**config.mk**
```make
export PLATFORM = sky130hd
export DESIGN_NAME = pcmf_top
export DESIGN_NICKNAME = d
export VERILOG_FILES = /design/src/rtl/pcmf_pkg.sv /design/src/rtl/pcmf_top.sv
export SDC_FILE = /design/constraint.sdc
export NUM_CORES = 1
export LEC_CHECK = 0
export BUFFER_PORTS_ARGS = -buffer_cell sky130_fd_sc_hd__buf_2
export CAP_MARGIN = 5
export CORE_MARGIN = 1
export CORE_UTILIZATION = 45
export CTS_BUF_LIST = sky130_fd_sc_hd__clkbuf_4
export CTS_CLUSTER_DIAMETER = 150
export CTS_CLUSTER_SIZE = 30
export DETAILED_ROUTE_END_ITERATION = 7
export SLEW_MARGIN = 5
export SYNTH_ARGS = -nofsm -noshare
export SYNTH_HDL_FRONTEND = slang
export SYNTH_SLANG_ARGS = --single-unit
```
**constraint.sdc**
```tcl
create_clock -name sys_clk -period 7.49 [get_ports sys_clk]
set_input_delay 1.498 -clock sys_clk [delete_from_list [all_inputs] [get_ports sys_clk]]
set_output_delay 1.498 -clock sys_clk [all_outputs]
set_load 0.01 [all_outputs]
```
**src/rtl/pcmf_pkg.sv**
```systemverilog
// constants for the performance channel mode filter
// Summary of operation
// eight channels, each with its own control
// control bits 31..25 read as zero
// host enable bit 24 gates host-mode counting
// guest bits 16..23 gate per partition id
// without hypervisor, mode enable bits stay zero
// count advances only on event and mode match
// select 0x10 counts executed non-speculative instructions
// guest access without permission raises privilege exception (here only while hypervisor_enable is set)
// reset clears every writable control field
package pcmf_pkg;
	localparam int          NUM_CHAN        = 8;
	localparam int          ADDR_W          = 8;
	localparam logic [7:0]  CTRL_BASE_OFS   = 8'h00;
	localparam logic [7:0]  PERM_OFS        = 8'h20;
	localparam logic [7:0]  STATUS_OFS      = 8'h24;
	localparam int          HE_BIT          = 24;
	localparam int          GE_LSB          = 16;
	localparam int          SEL_LSB         = 8;
	localparam int          SEL_W           = 8;
	localparam logic [31:0] CTRL_WMASK_HV   = 32'h01FF_FF00;
	localparam logic [31:0] CTRL_WMASK_NOHV = 32'h0000_FF00;
	localparam logic [31:0] CTRL_RESET      = 32'h0000_0000;
	localparam logic [7:0]  PERM_RESET      = 8'h00;
	localparam logic [7:0]  SEL_INSN_EXEC   = 8'h10;
endpackage

```
**src/rtl/pcmf_top.sv**
```systemverilog
// mode filter and control registers for eight performance channels
//
// Local design decisions: register access over Avalon-MM and the register addresses.
`timescale 1ns/1ps
`default_nettype none
module pcmf_top #(
	parameter int NCH = pcmf_pkg::NUM_CHAN
) (
	input  wire logic                       sys_clk,
	input  wire logic                       rstn,
	input  wire logic [pcmf_pkg::ADDR_W-1:0] avs_address,
	input  wire logic                       avs_read,
	input  wire logic                       avs_write,
	input  wire logic [31:0]                avs_writedata,
	input  wire logic                       avs_guest_mode,
	output logic      [31:0]                avs_readdata,
	output logic                            avs_waitrequest,
	input  wire logic                       hypervisor_enable,
	input  wire logic                       core_guest_mode,
	input  wire logic [2:0]                 current_guest_partition_id,
	input  wire logic                       insn_executed,
	output logic      [NCH-1:0]             perf_channel_count_inc,
	output logic                            privilege_exception
);
	logic [31:0]    ctrl_r   [NCH];
	logic [31:0]    ctrl_nxt [NCH];
	logic [7:0]     perm_r, perm_nxt;
	logic           wait_r, wait_nxt;
	logic [31:0]    rdata_r, rdata_nxt;
	logic           pexc_r, pexc_nxt;
	logic [NCH-1:0] inc_r, inc_nxt;
	logic           req;
	logic           refused;
	logic           done;

	// decode of a channel control offset, shared by read and write paths
	function automatic logic is_ctrl(input logic [7:0] a, input int ch);
		return a == pcmf_pkg::CTRL_BASE_OFS + 8'(ch * 4);
	endfunction

	function automatic logic [2:0] chan_of(input logic [7:0] a);
		return a[4:2];
	endfunction

	// host/guest filter; without hypervisor there is no mode to filter on
	function automatic logic mode_ok(input logic [31:0] c, input logic hve,
	                                 input logic gm, input logic [2:0] gpid);
		logic [7:0] ge;
		ge = c[pcmf_pkg::GE_LSB +: 8];
		if (!hve)
			return 1'b1;
		else if (gm)
			return ge[gpid];
		else
			return c[pcmf_pkg::HE_BIT];
	endfunction

	assign req  = avs_read | avs_write;
	assign done = req & ~wait_r;

	// guest bus access to a channel whose permission bit is clear is refused while hypervisor_enable is set
	always_comb begin
		refused = 1'b0;
		if (avs_guest_mode && hypervisor_enable && avs_address < pcmf_pkg::PERM_OFS)
			refused = ~perm_r[chan_of(avs_address)];
	end

	// bus slave: one wait cycle, then the answer stands for one cycle
	always_comb begin
		wait_nxt  = 1'b1;
		rdata_nxt = rdata_r;
		pexc_nxt  = 1'b0;
		if (req && wait_r) begin
			wait_nxt  = 1'b0;
			rdata_nxt = 32'h0000_0000;
			if (avs_read && !refused) begin
				for (int i = 0; i < NCH; i++)
					if (is_ctrl(avs_address, i))
						rdata_nxt = ctrl_r[i];
				if (avs_address == pcmf_pkg::PERM_OFS)
					rdata_nxt = {24'h00_0000, perm_r};
				if (avs_address == pcmf_pkg::STATUS_OFS)
					rdata_nxt = {{(32-NCH){1'b0}}, inc_r};
			end
			pexc_nxt = refused;
		end
	end

	always_comb begin
		perm_nxt = perm_r;
		for (int i = 0; i < NCH; i++) begin
			ctrl_nxt[i] = ctrl_r[i];
			if (done && avs_write && !refused && is_ctrl(avs_address, i))
				// reserved bits never store; mode bits only with hypervisor
				ctrl_nxt[i] = avs_writedata & (hypervisor_enable ?
				              pcmf_pkg::CTRL_WMASK_HV : pcmf_pkg::CTRL_WMASK_NOHV); // see
		end
		if (done && avs_write && !avs_guest_mode && avs_address == pcmf_pkg::PERM_OFS)
			perm_nxt = avs_writedata[7:0];
	end

	// one increment per channel; insn_executed is committed-only, never speculative
	generate
		for (genvar g = 0; g < NCH; g++) begin : g_chan
			always_comb begin
				inc_nxt[g] = insn_executed
				           && ctrl_r[g][pcmf_pkg::SEL_LSB +: pcmf_pkg::SEL_W]
				              == pcmf_pkg::SEL_INSN_EXEC
				           && mode_ok(ctrl_r[g], hypervisor_enable, core_guest_mode,
				                      current_guest_partition_id); // see
			end
		end
	endgenerate

	always_ff @(posedge sys_clk) begin
		if (!rstn) begin
			for (int i = 0; i < NCH; i++)
				ctrl_r[i] <= pcmf_pkg::CTRL_RESET;
			perm_r  <= pcmf_pkg::PERM_RESET;
			wait_r  <= 1'b1;
			rdata_r <= 32'h0000_0000;
			pexc_r  <= 1'b0;
			inc_r   <= '0;
		end else begin
			for (int i = 0; i < NCH; i++)
				ctrl_r[i] <= ctrl_nxt[i];
			perm_r  <= perm_nxt;
			wait_r  <= wait_nxt;
			rdata_r <= rdata_nxt;
			pexc_r  <= pexc_nxt;
			inc_r   <= inc_nxt;
		end
	end

	assign avs_readdata           = rdata_r;
	assign avs_waitrequest        = wait_r;
	assign privilege_exception    = pexc_r;
	assign perf_channel_count_inc = inc_r;

	generate
		for (genvar g = 0; g < NCH; g++) begin : g_chk

		end
	endgenerate
endmodule
`default_nettype wire

```
==> results of run 1 <==
Yosys cell counts, drive strengths merged (2+ instances only):
cell	number	area, sq um
dfxtp	179	3580
o21ai	122	611
nand3	106	531
mux2i	62	621
nand2	58	218
clkbuf	48	183
buf	36	219
a22o	30	263
mux2	30	338
a22oi	25	188
mux4	24	541
o2111ai	16	159
o22ai	13	81.3
nor2b	12	75.1
nor4	10	68.8
o2bb2ai	10	87.6
a21oi	8	40.0
nor4b	8	70.1
and2	6	37.5
nor2	5	23.8
nor3	4	25.0
nand3b	3	22.5
o211ai	3	27.5
and4b	2	20.0
inv	2	7.51
nand2b	2	12.5
nand4b	2	17.5
kinds of logic (layout without fill, tap and decap cells):
logic type / after synthesis / in the layout / share of synthesized area, %
AO/OA/AOI/OAI: 237 / 237 / 19.0
buffers and inverters: 86 / 125 / 4.99
AND/OR/NAND/NOR: 221 / 221 / 13.9
flip-flops: 179 / 179 / 43.7
multiplexers: 116 / 116 / 18.3
other: 1 / 8 / 0.0458
routing by layer:
metal | up-vias | wire length (um)
li1 | 3226 | -
met1 | 3298 | 11200
met2 | 268 | 10300
met3 | 24 | 1800
met4 | 0 | 337
met5 | - | 0
state kept, by name, indices dropped and copies added, names as in the netlist:
name and flops:
avs_waitrequest 1, privilege_exception 1, ctrl_r 136, perf_channel_count_inc 8
avs_readdata 25, perm_r 8
worst paths after layout:
kind              slack, ns        startpoint                to
hold reg to reg        0.48  avs_readdata[22]  avs_readdata[22]
hold / removal         0.48  avs_readdata[22]  avs_readdata[22]
setup / recovery       3.15    avs_address[1]    ctrl_r[0][169]
setup reg to reg       4.73         perm_r[3]     ctrl_r[0][42]
stage by stage:
stage / instance area (sq um) / total power, W / std cells
floorplan: 8210 / 0.00104 / 846
global placement: 8590 / 0.00107 / 1077
detailed placement: 8590 / 0.00108 / 1077
CTS: 8890 / 0.00163 / 1109
finish: 8900 / 0.00162 / 1111
global route: 8900 / 0.00168 / 1111
cells in the final DEF (no fill, tap or decap), types with 3 or more instances in the layout:
| cell type | instances |
|---|---|
| a21oi_1 | 8 |
| a22o_1 | 30 |
| a22oi_1 | 25 |
| and2_1 | 6 |
| buf_2 | 77 |
| buf_4 | 14 |
| bufinv_16 | 3 |
| clkbuf_4 | 18 |
| clkinv_2 | 3 |
| clkinv_4 | 5 |
| conb_1 | 7 |
| dfxtp_1 | 179 |
| mux2_2 | 30 |
| mux2i_1 | 62 |
| mux4_2 | 24 |
| nand2_1 | 58 |
| nand3_1 | 106 |
| nand3b_1 | 3 |
| nor2_1 | 3 |
| nor2b_1 | 12 |
| nor3_1 | 3 |
| nor4_1 | 9 |
| nor4b_1 | 8 |
| o2111ai_1 | 11 |
| o2111ai_2 | 5 |
| o21ai_0 | 122 |
| o22ai_1 | 13 |
| o2bb2ai_1 | 10 |
power groups by stage:
| stage | Combinational [W] | Clock (W) | Sequential (W) |
|---|---|---|---|
| 6_report | 0.000102 | 0.000568 | 0.000954 |
| 2_1_floorplan | 0.0000693 | 0 | 0.000975 |
| 5_1_grt | 0.000109 | 0.000614 | 0.000955 |
| 3_3_place_gp | 0.0000985 | 0 | 0.000975 |
| 4_1_cts | 0.000100 | 0.000579 | 0.000954 |
| 3_5_place_dp | 0.000100 | 0 | 0.000975 |
layout make-up:
class / count / area share (%)
diodes: 1 / 0.0281
clock buffers: 18 / 1.52
clock inverters: 14 / 1.84
inverters: 2 / 0.0844
multi-input cells: 581 / 47.6
flip-flops and latches: 179 / 40.3
well taps: 225 / 3.16
repair buffers: 91 / 5.51
==> flow_summary.ini, run 1 <==
[timing]
fin_crit_sh_pct = 58.0
holdWs_ns = 0.481
setup_viol = 0
fin_tns_setup_ns = 0
rsz0062_at_grt = no
hold_violations = 0
fin_crit_ns = 4.34
max_slew.worst_pin.slew_ns = 1.26
clock_skew_ns = 0.0142
slew_violations = 0
relSlewSlack_pct = 16.2
layout_setup_ws_ns = 3.15
max_freq_mhz = 230

[clock_tree]
cts_tree = yes
post_cts_buffers = 0
cts_buffers = 17
hold_buffers = 0
cts-root-buf = clkbuf_4
cts_buffer_depth = 2
cts_htree_levels = 4
path_clk_slew_ns = 0.13
cts_sinks = 179
insertion_delay_ns = 0.58
post_cts_resized = 0

[global_route]
grt_pass1_wl_mm = 35.8
use_met1_pct = 37.0
use_met2_pct = 37.5
grt-busiest-layer = met2
track_usage_pct = 25.5
grt_use_met3_pct = 5.48
grt_antenna_before_repair = 1
grt_pass1_vias = 6189
overflow = 0
grt_max_degree = 90

[power]
clkPwrFrac_pct = 35.0
pwr-share-seq_pct = 58.8
ir_drop_v = 0.0000972
p_leak_nw = 3.22
p_comb_share_pct = 6.3
p_int_w = 0.00122
p_sw_share_pct = 25.2
switchingPower_w = 0.000409
power.density_nw_per_um2 = 182

[placement]
port_buffers = 78
gp_congestion = 0.848
post-place-ws_ns = 2.55
hpwl_mm = 16.7

[job]
cap_violations = 0

[hold_path]
hp-class = reg2reg
whs_path_depth = 1

[worst_setup_path]
crit_family = simple AND/OR/NAND/NOR gates
critPathMaxFanout = 34
slowest_stage = and2_1
cpPeakStageDelay_ns = 1.08
required_ns = 7.99
cp.arrival_ns = 4.84
endpoint_kind = flop
rr_worst_depth = 5
path_buf_inv = 2
crit_type = in2reg
path_depth = 7
worstPathCellList = buf_2, nor4_1, and2_1, nand3_1, nor2_2, buf_4, mux2i_1
start_kind = input port

[route]
wirelength_mm = 23.6
ant_nets = 0
drt_iter0_markers = 545
vias = 6816
viasPerCell = 6.14
avgRoutedWirePerCell_um = 21.2
first_pass_iters = 7
drc_errors = 0

[run_status]
status = completed

[cells_and_area]
fin_nets = 923
final_util_pct = 50.7
areaGrowthSynthToFinish_pct = 8.63
multi_input_area_sq_um = 4230
drive_gt1_share_pct = 21.0
nFillCells = 1650
seq_area_sq_um = 3580

[die]
rows = 48
num_io_pins = 93
initial_utilization_pct = 46.7
die-area_sq_um = 18700
die_h_um = 137
coreArea_sq_um = 17500
die_x_um = 137

[logic_synthesis]
yosysWarnings = 0
synth_seq_cells = 179
synthArstFlopShare_pct = 0
synth_edf_count = 0
synth.distinct_cells = 50
synth_seq_area_share_pct = 43.7
synth_area_sq_um = 8190
avgSynthCellArea_sq_um = 9.75
syn_inst = 840
ys.flop_type = dfxtp_1
Note: power is estimated with default switching activity, not from simulation.
==> run 2: changes to the inputs <==
--- a/config.mk
+++ b/config.mk
@@ -13,6 +13,7 @@
 export CTS_CLUSTER_DIAMETER = 150
 export CTS_CLUSTER_SIZE = 30
 export DETAILED_ROUTE_END_ITERATION = 7
+export PLACE_DENSITY = 0.66
 export SLEW_MARGIN = 5
 export SYNTH_ARGS = -nofsm -noshare
 export SYNTH_HDL_FRONTEND = slang
==> constraint.sdc (replaced) <==
create_clock -name sys_clk -period 3.95 [get_ports sys_clk]
set_input_delay 0.79 -clock sys_clk [delete_from_list [all_inputs] [get_ports sys_clk]]
set_output_delay 0.79 -clock sys_clk [all_outputs]
set_load 0.01 [all_outputs]
==> run 2 against run 1 <==
Compared with the run above:
- count of clock-buffer cells in the layout down 1
- critical endpoint is now avs_readdata[22]
- largest power group unchanged
- highest routed layer unchanged
- worst setup slack worse by 1.8 ns
- clock skew hardly changed
- critical path depth fell by 1
- first-iteration DRC count increased by 15%
- via count rose by 0.76%
- power up 81%
- critical path type unchanged
==> flow_summary.ini, run 2 (synthesis results as in run 1) <==
[cells_and_area]
design_area_sq_um = 8930
diodes = 0
top_register = ctrl_r
areaGrowthSynthToFinish_pct = 9.03
most-common-layout-cells = dfxtp_1, o21ai_0, nand3_1, buf_2, mux2i_1
drive_gt1_share_pct = 21.9
layout.cells.most_common = dfxtp_1
fin_nets = 933
final_cells = 1120
largest_register_ffs = 136

[placement]
hpwl_mm = 16.1
gp_congestion = 0.876
post-place-ws_ns = 0.784
port_buffers = 78
dp_cells = 1088
dpl-instance-area_sq_um = 8680

[route]
ant_nets = 0
avgRoutedWirePerCell_um = 20.3
first_pass_iters = 5
wl_met1_mm = 10.6
viasPerCell = 6.13
drt_iter0_markers = 629
vias = 6868
wirelength_mm = 22.8
route.met3.wl_mm = 1.67
drc_errors = 0
highest_layer = met4
wl_met2_mm = 10.3

[global_route]
track_usage_pct = 25.0
grt_max_degree = 110
grt_pass1_wl_mm = 35.2
overflow = 0
grt_antenna_before_repair = 0
grt_pass1_vias = 6251

[timing]
layout_setup_ws_ns = 1.40
setup_viol = 0
relSlewSlack_pct = 36.0
fin_crit_ns = 2.55
slew_violations = 0
clock_skew_ns = 0.0141
holdWs_ns = 0.465
hold_violations = 0
fin_tns_setup_ns = 0
fin_crit_sh_pct = 64.7
max_freq_mhz = 392
rsz0062_at_grt = no
max_slew.worst_pin.slew_ns = 0.960

[die]
rows = 48
die_h_um = 137
num_io_pins = 93
die-area_sq_um = 18700
die_x_um = 137
coreArea_sq_um = 17500
initial_utilization_pct = 46.7

[clock_tree]
cts_sinks = 179
cts-root-buf = clkbuf_4
cts_htree_levels = 4
insertion_delay_ns = 0.57
cts_tree = yes
path_clk_slew_ns = 0.14
hold_buffers = 0
post_cts_buffers = 0
cts_buffer_depth = 2
post_cts_resized = 0
cts_buffers = 17

[worst_setup_path]
critPathMaxFanout = 18
required_ns = 4.44
start_kind = input port
endpoint_kind = flop
crit_type = in2reg
cp.arrival_ns = 3.04

[power]
p_leak_nw = 3.24
ir_drop_v = 0.000207
power.density_nw_per_um2 = 329

[job]
cap_violations = 0

[run_status]
status = completed

[hold_path]
hp-class = in2reg
==> run 2: changes by cell type in the layout (fill, tap and decap cells not counted), sizes merged <==
cell | previous run | this run
buf | 91 | 101
bufinv | 3 | 1
clkbuf | 18 | 17
clkinvlp | 1 | 4
diode | 1 | 0
==> run 2: worst paths after layout <==
path         cells past startpoint              from                to  slack (ns)
min reg2reg                      2    ctrl_r[0][137]    ctrl_r[0][137]        0.48
max                              6    avs_address[2]  avs_readdata[22]        1.40
max reg2reg                      5         perm_r[0]  avs_readdata[22]        1.59
min                              3  avs_writedata[3]         perm_r[3]        0.47
==> run 2: stage by stage <==
| step | power (W) | util (%) |
|---|---|---|
| global route | 0.00304 | 50.9 |
| floorplan | 0.00198 | - |
| finish | 0.00294 | 50.9 |
| detailed placement | 0.00205 | 49.5 |
| CTS | 0.00296 | 50.9 |
| global placement | 0.00204 | 49.5 |
==> run 2: final cells by class <==
type                            instances  area, sq um
Clock buffer                           17          128
Clock inverter                         15          119
Fill cell                            1626         8610
Inverter                                2         7.51
Multi-Input combinational cell        581         4230
Sequential cell                       179         3580
Tap cell                              225          282
Timing Repair Buffer                  101          578
==> run 2: routing by layer <==
metal | track usage [%] | up-vias
met5 | 0 | -
met3 | 4.19 | 28
met4 | 6.78 | 0
met1 | 35.6 | 3296
met2 | 38.7 | 290
li1 | - | 3254
==> run 2: critical path, stage by stage <==
cell and delay (ns):
buf_2 0.36, mux4_2 0.56, mux2_2 0.40, o2111a_1 0.42
o21a_4 0.25, a32o_1 0.25
==> run 2: report_power, final <==
| group | leakage (nW) | switching (W) | internal, W |
|---|---|---|---|
| clock | 0.128 | 0.000631 | 0.000303 |
| sequential | 1.44 | 0.00000170 | 0.00181 |
| combinational | 1.67 | 0.000141 | 0.0000587 |
| total | 3.24 | 0.000774 | 0.00217 |
==> run 3: changes to the inputs <==
==> constraint.sdc (replaced) <==
create_clock -name sys_clk -period 2.07 [get_ports sys_clk]
set_input_delay 0.414 -clock sys_clk [delete_from_list [all_inputs] [get_ports sys_clk]]
set_output_delay 0.414 -clock sys_clk [all_outputs]
set_load 0.01 [all_outputs]
==> run 3 against run 2 <==
Compared with the run above:
- the run now ends with setup timing left
- first-iteration DRC count did not move
- critical path depth up 2
- count of clock-buffer cells in the layout increased by 1
- flip-flop and latch count unchanged
- power is 100% higher
- routed wire length up 7.4%
- worst setup slack lost 1.4 ns
- final cell count is 5.3% higher
- global-route usage grew 0.70 points
- largest cell class unchanged
- highest routed layer unchanged
==> flow_summary.ini, run 3 (synthesis results as in run 1) <==
[run_status]
status = finished, violations left
violations = setup timing

[worst_setup_path]
start_kind = flop
rrSetupSlack_ns = -0.005
required_ns = 2.59
cpPeakStageDelay_ns = 0.50
worstPathCellList = mux4_2, mux2_4, buf_8, o2111ai_4, buf_12, clkbuf_16, nand3_1, o21ai_1
path_buf_inv = 3
rr_worst_depth = 8
crit_path_end = ctrl_r[0][213]
critPathMaxFanout = 6
crit_family = multiplexers
cp.arrival_ns = 2.60
slowest_stage = mux4_2
rr_endpoint = ctrl_r[0][213]
crit_start = perm_r[3]
path_depth = 8
endpoint_kind = flop
crit_type = reg2reg
r2r_start = perm_r[3]

[timing]
setup_viol = 1
clock_skew_ns = 0.0261
fin_crit_ns = 2.07
rsz0062_at_grt = yes
fin_crit_sh_pct = 100
relSlewSlack_pct = 61.7
max_freq_mhz = 482
slew_violations = 0
max_slew.worst_pin.slew_ns = 0.567
layout_setup_ws_ns = -0.00496
hold_violations = 0

[clock_tree]
cts_tree = yes
cts_sinks = 179
cts_buffer_depth = 2
insertion_delay_ns = 0.59
hold_buffers = 0
path_clk_slew_ns = 0.15
cts_buffers = 17
cts-root-buf = clkbuf_4
cts_htree_levels = 4

[hold_path]
hp-class = in2reg

[power]
p_leak_nw = 3.68
finalPower_w = 0.00590
p_comb_share_pct = 7.5
power.density_nw_per_um2 = 601
clkPwrFrac_pct = 33.9
switchingPower_w = 0.00155
ir_drop_v = 0.000313
p_sw_share_pct = 26.2
p_int_w = 0.00435
pwr-share-seq_pct = 58.5

[cells_and_area]
drive_gt1_share_pct = 28.3
most-common-layout-cells = dfxtp_1, nand3_1, o21ai_0, buf_2, mux2i_1
diodes = 0
areaGrowthSynthToFinish_pct = 19.9
largest_register_ffs = 136
fin_nets = 993
top_register = ctrl_r
final_util_pct = 56.0
layout.cells.most_common = dfxtp_1

[placement]
post-place-ws_ns = -0.292
port_buffers = 78
gp_congestion = 0.884
hpwl_mm = 17.0

[die]
die_x_um = 137
die-area_sq_um = 18700
rows = 48
initial_utilization_pct = 46.7
die_h_um = 137
coreArea_sq_um = 17500
num_io_pins = 93

[global_route]
track_usage_pct = 25.7
grt_max_degree = 91
grt_antenna_before_repair = 0
grt_pass1_vias = 6344
overflow = 0
grt_pass1_wl_mm = 35.9

[route]
avgRoutedWirePerCell_um = 20.7
vias = 7126
wirelength_mm = 24.4
first_pass_iters = 5
viasPerCell = 6.04
drc_errors = 0
ant_nets = 0
drt_iter0_markers = 629

[job]
cap_violations = 0
-- run 3: area by class of cell --
type / instances / area (sq um)
Fill cell: 1516 / 7710
Multi-Input combinational cell: 581 / 4320
Sequential cell: 179 / 3590
Timing Repair Buffer: 161 / 1340
Tap cell: 225 / 282
Clock inverter: 13 / 150
Clock buffer: 18 / 135
Inverter: 2 / 7.51
-- run 3: power groups by stage --
stage / Clock [W] / Sequential, W / Combinational, W
after floorplan: 0 / 0.00353 / 0.000253
after global placement: 0 / 0.00353 / 0.000430
after detailed placement: 0 / 0.00353 / 0.000429
after CTS: 0.00203 / 0.00345 / 0.000431
after global routing: 0.00217 / 0.00345 / 0.000474
final: 0.00200 / 0.00345 / 0.000444
-- run 3: repair_timing --
action	CTS	global route
gates resized for setup	1	44
cloned	0	6
buffers inserted	0	5
pin swaps	0	2
endpoints found under the setup margin	1	35
-- run 3: per-layer routing --
layer	global-route usage (%)	part of all wire, %
met5	0	0
met4	9.77	2.4
met3	6.04	8.4
met2	36.3	42
met1	37.3	47
-- run 3: worst min path at each step --
stage / startpoint / to / depth (start not counted)
after floorplan: ctrl_r[0][140] / ctrl_r[0][140] / 2
after global placement: avs_readdata[13] / avs_readdata[13] / 2
after detailed placement: avs_readdata[13] / avs_readdata[13] / 2
after CTS: avs_writedata[3] / perm_r[3] / 3
after global routing: avs_writedata[3] / perm_r[3] / 3
final: avs_write / avs_waitrequest / 2
-- run 3: stage by stage --
step	area, sq um	cells	TNS, ns	hold WS (ns)
after detailed placement	9250	1137	-18.37	0.454
after global routing	9820	1179	-0.827	0.0710
after global placement	9250	1137	-16.72	0.438
after CTS	9540	1168	0	0.0483
after floorplan	8240	846	-12.65	0.440
final	9820	1179	-0.00496	0.0864
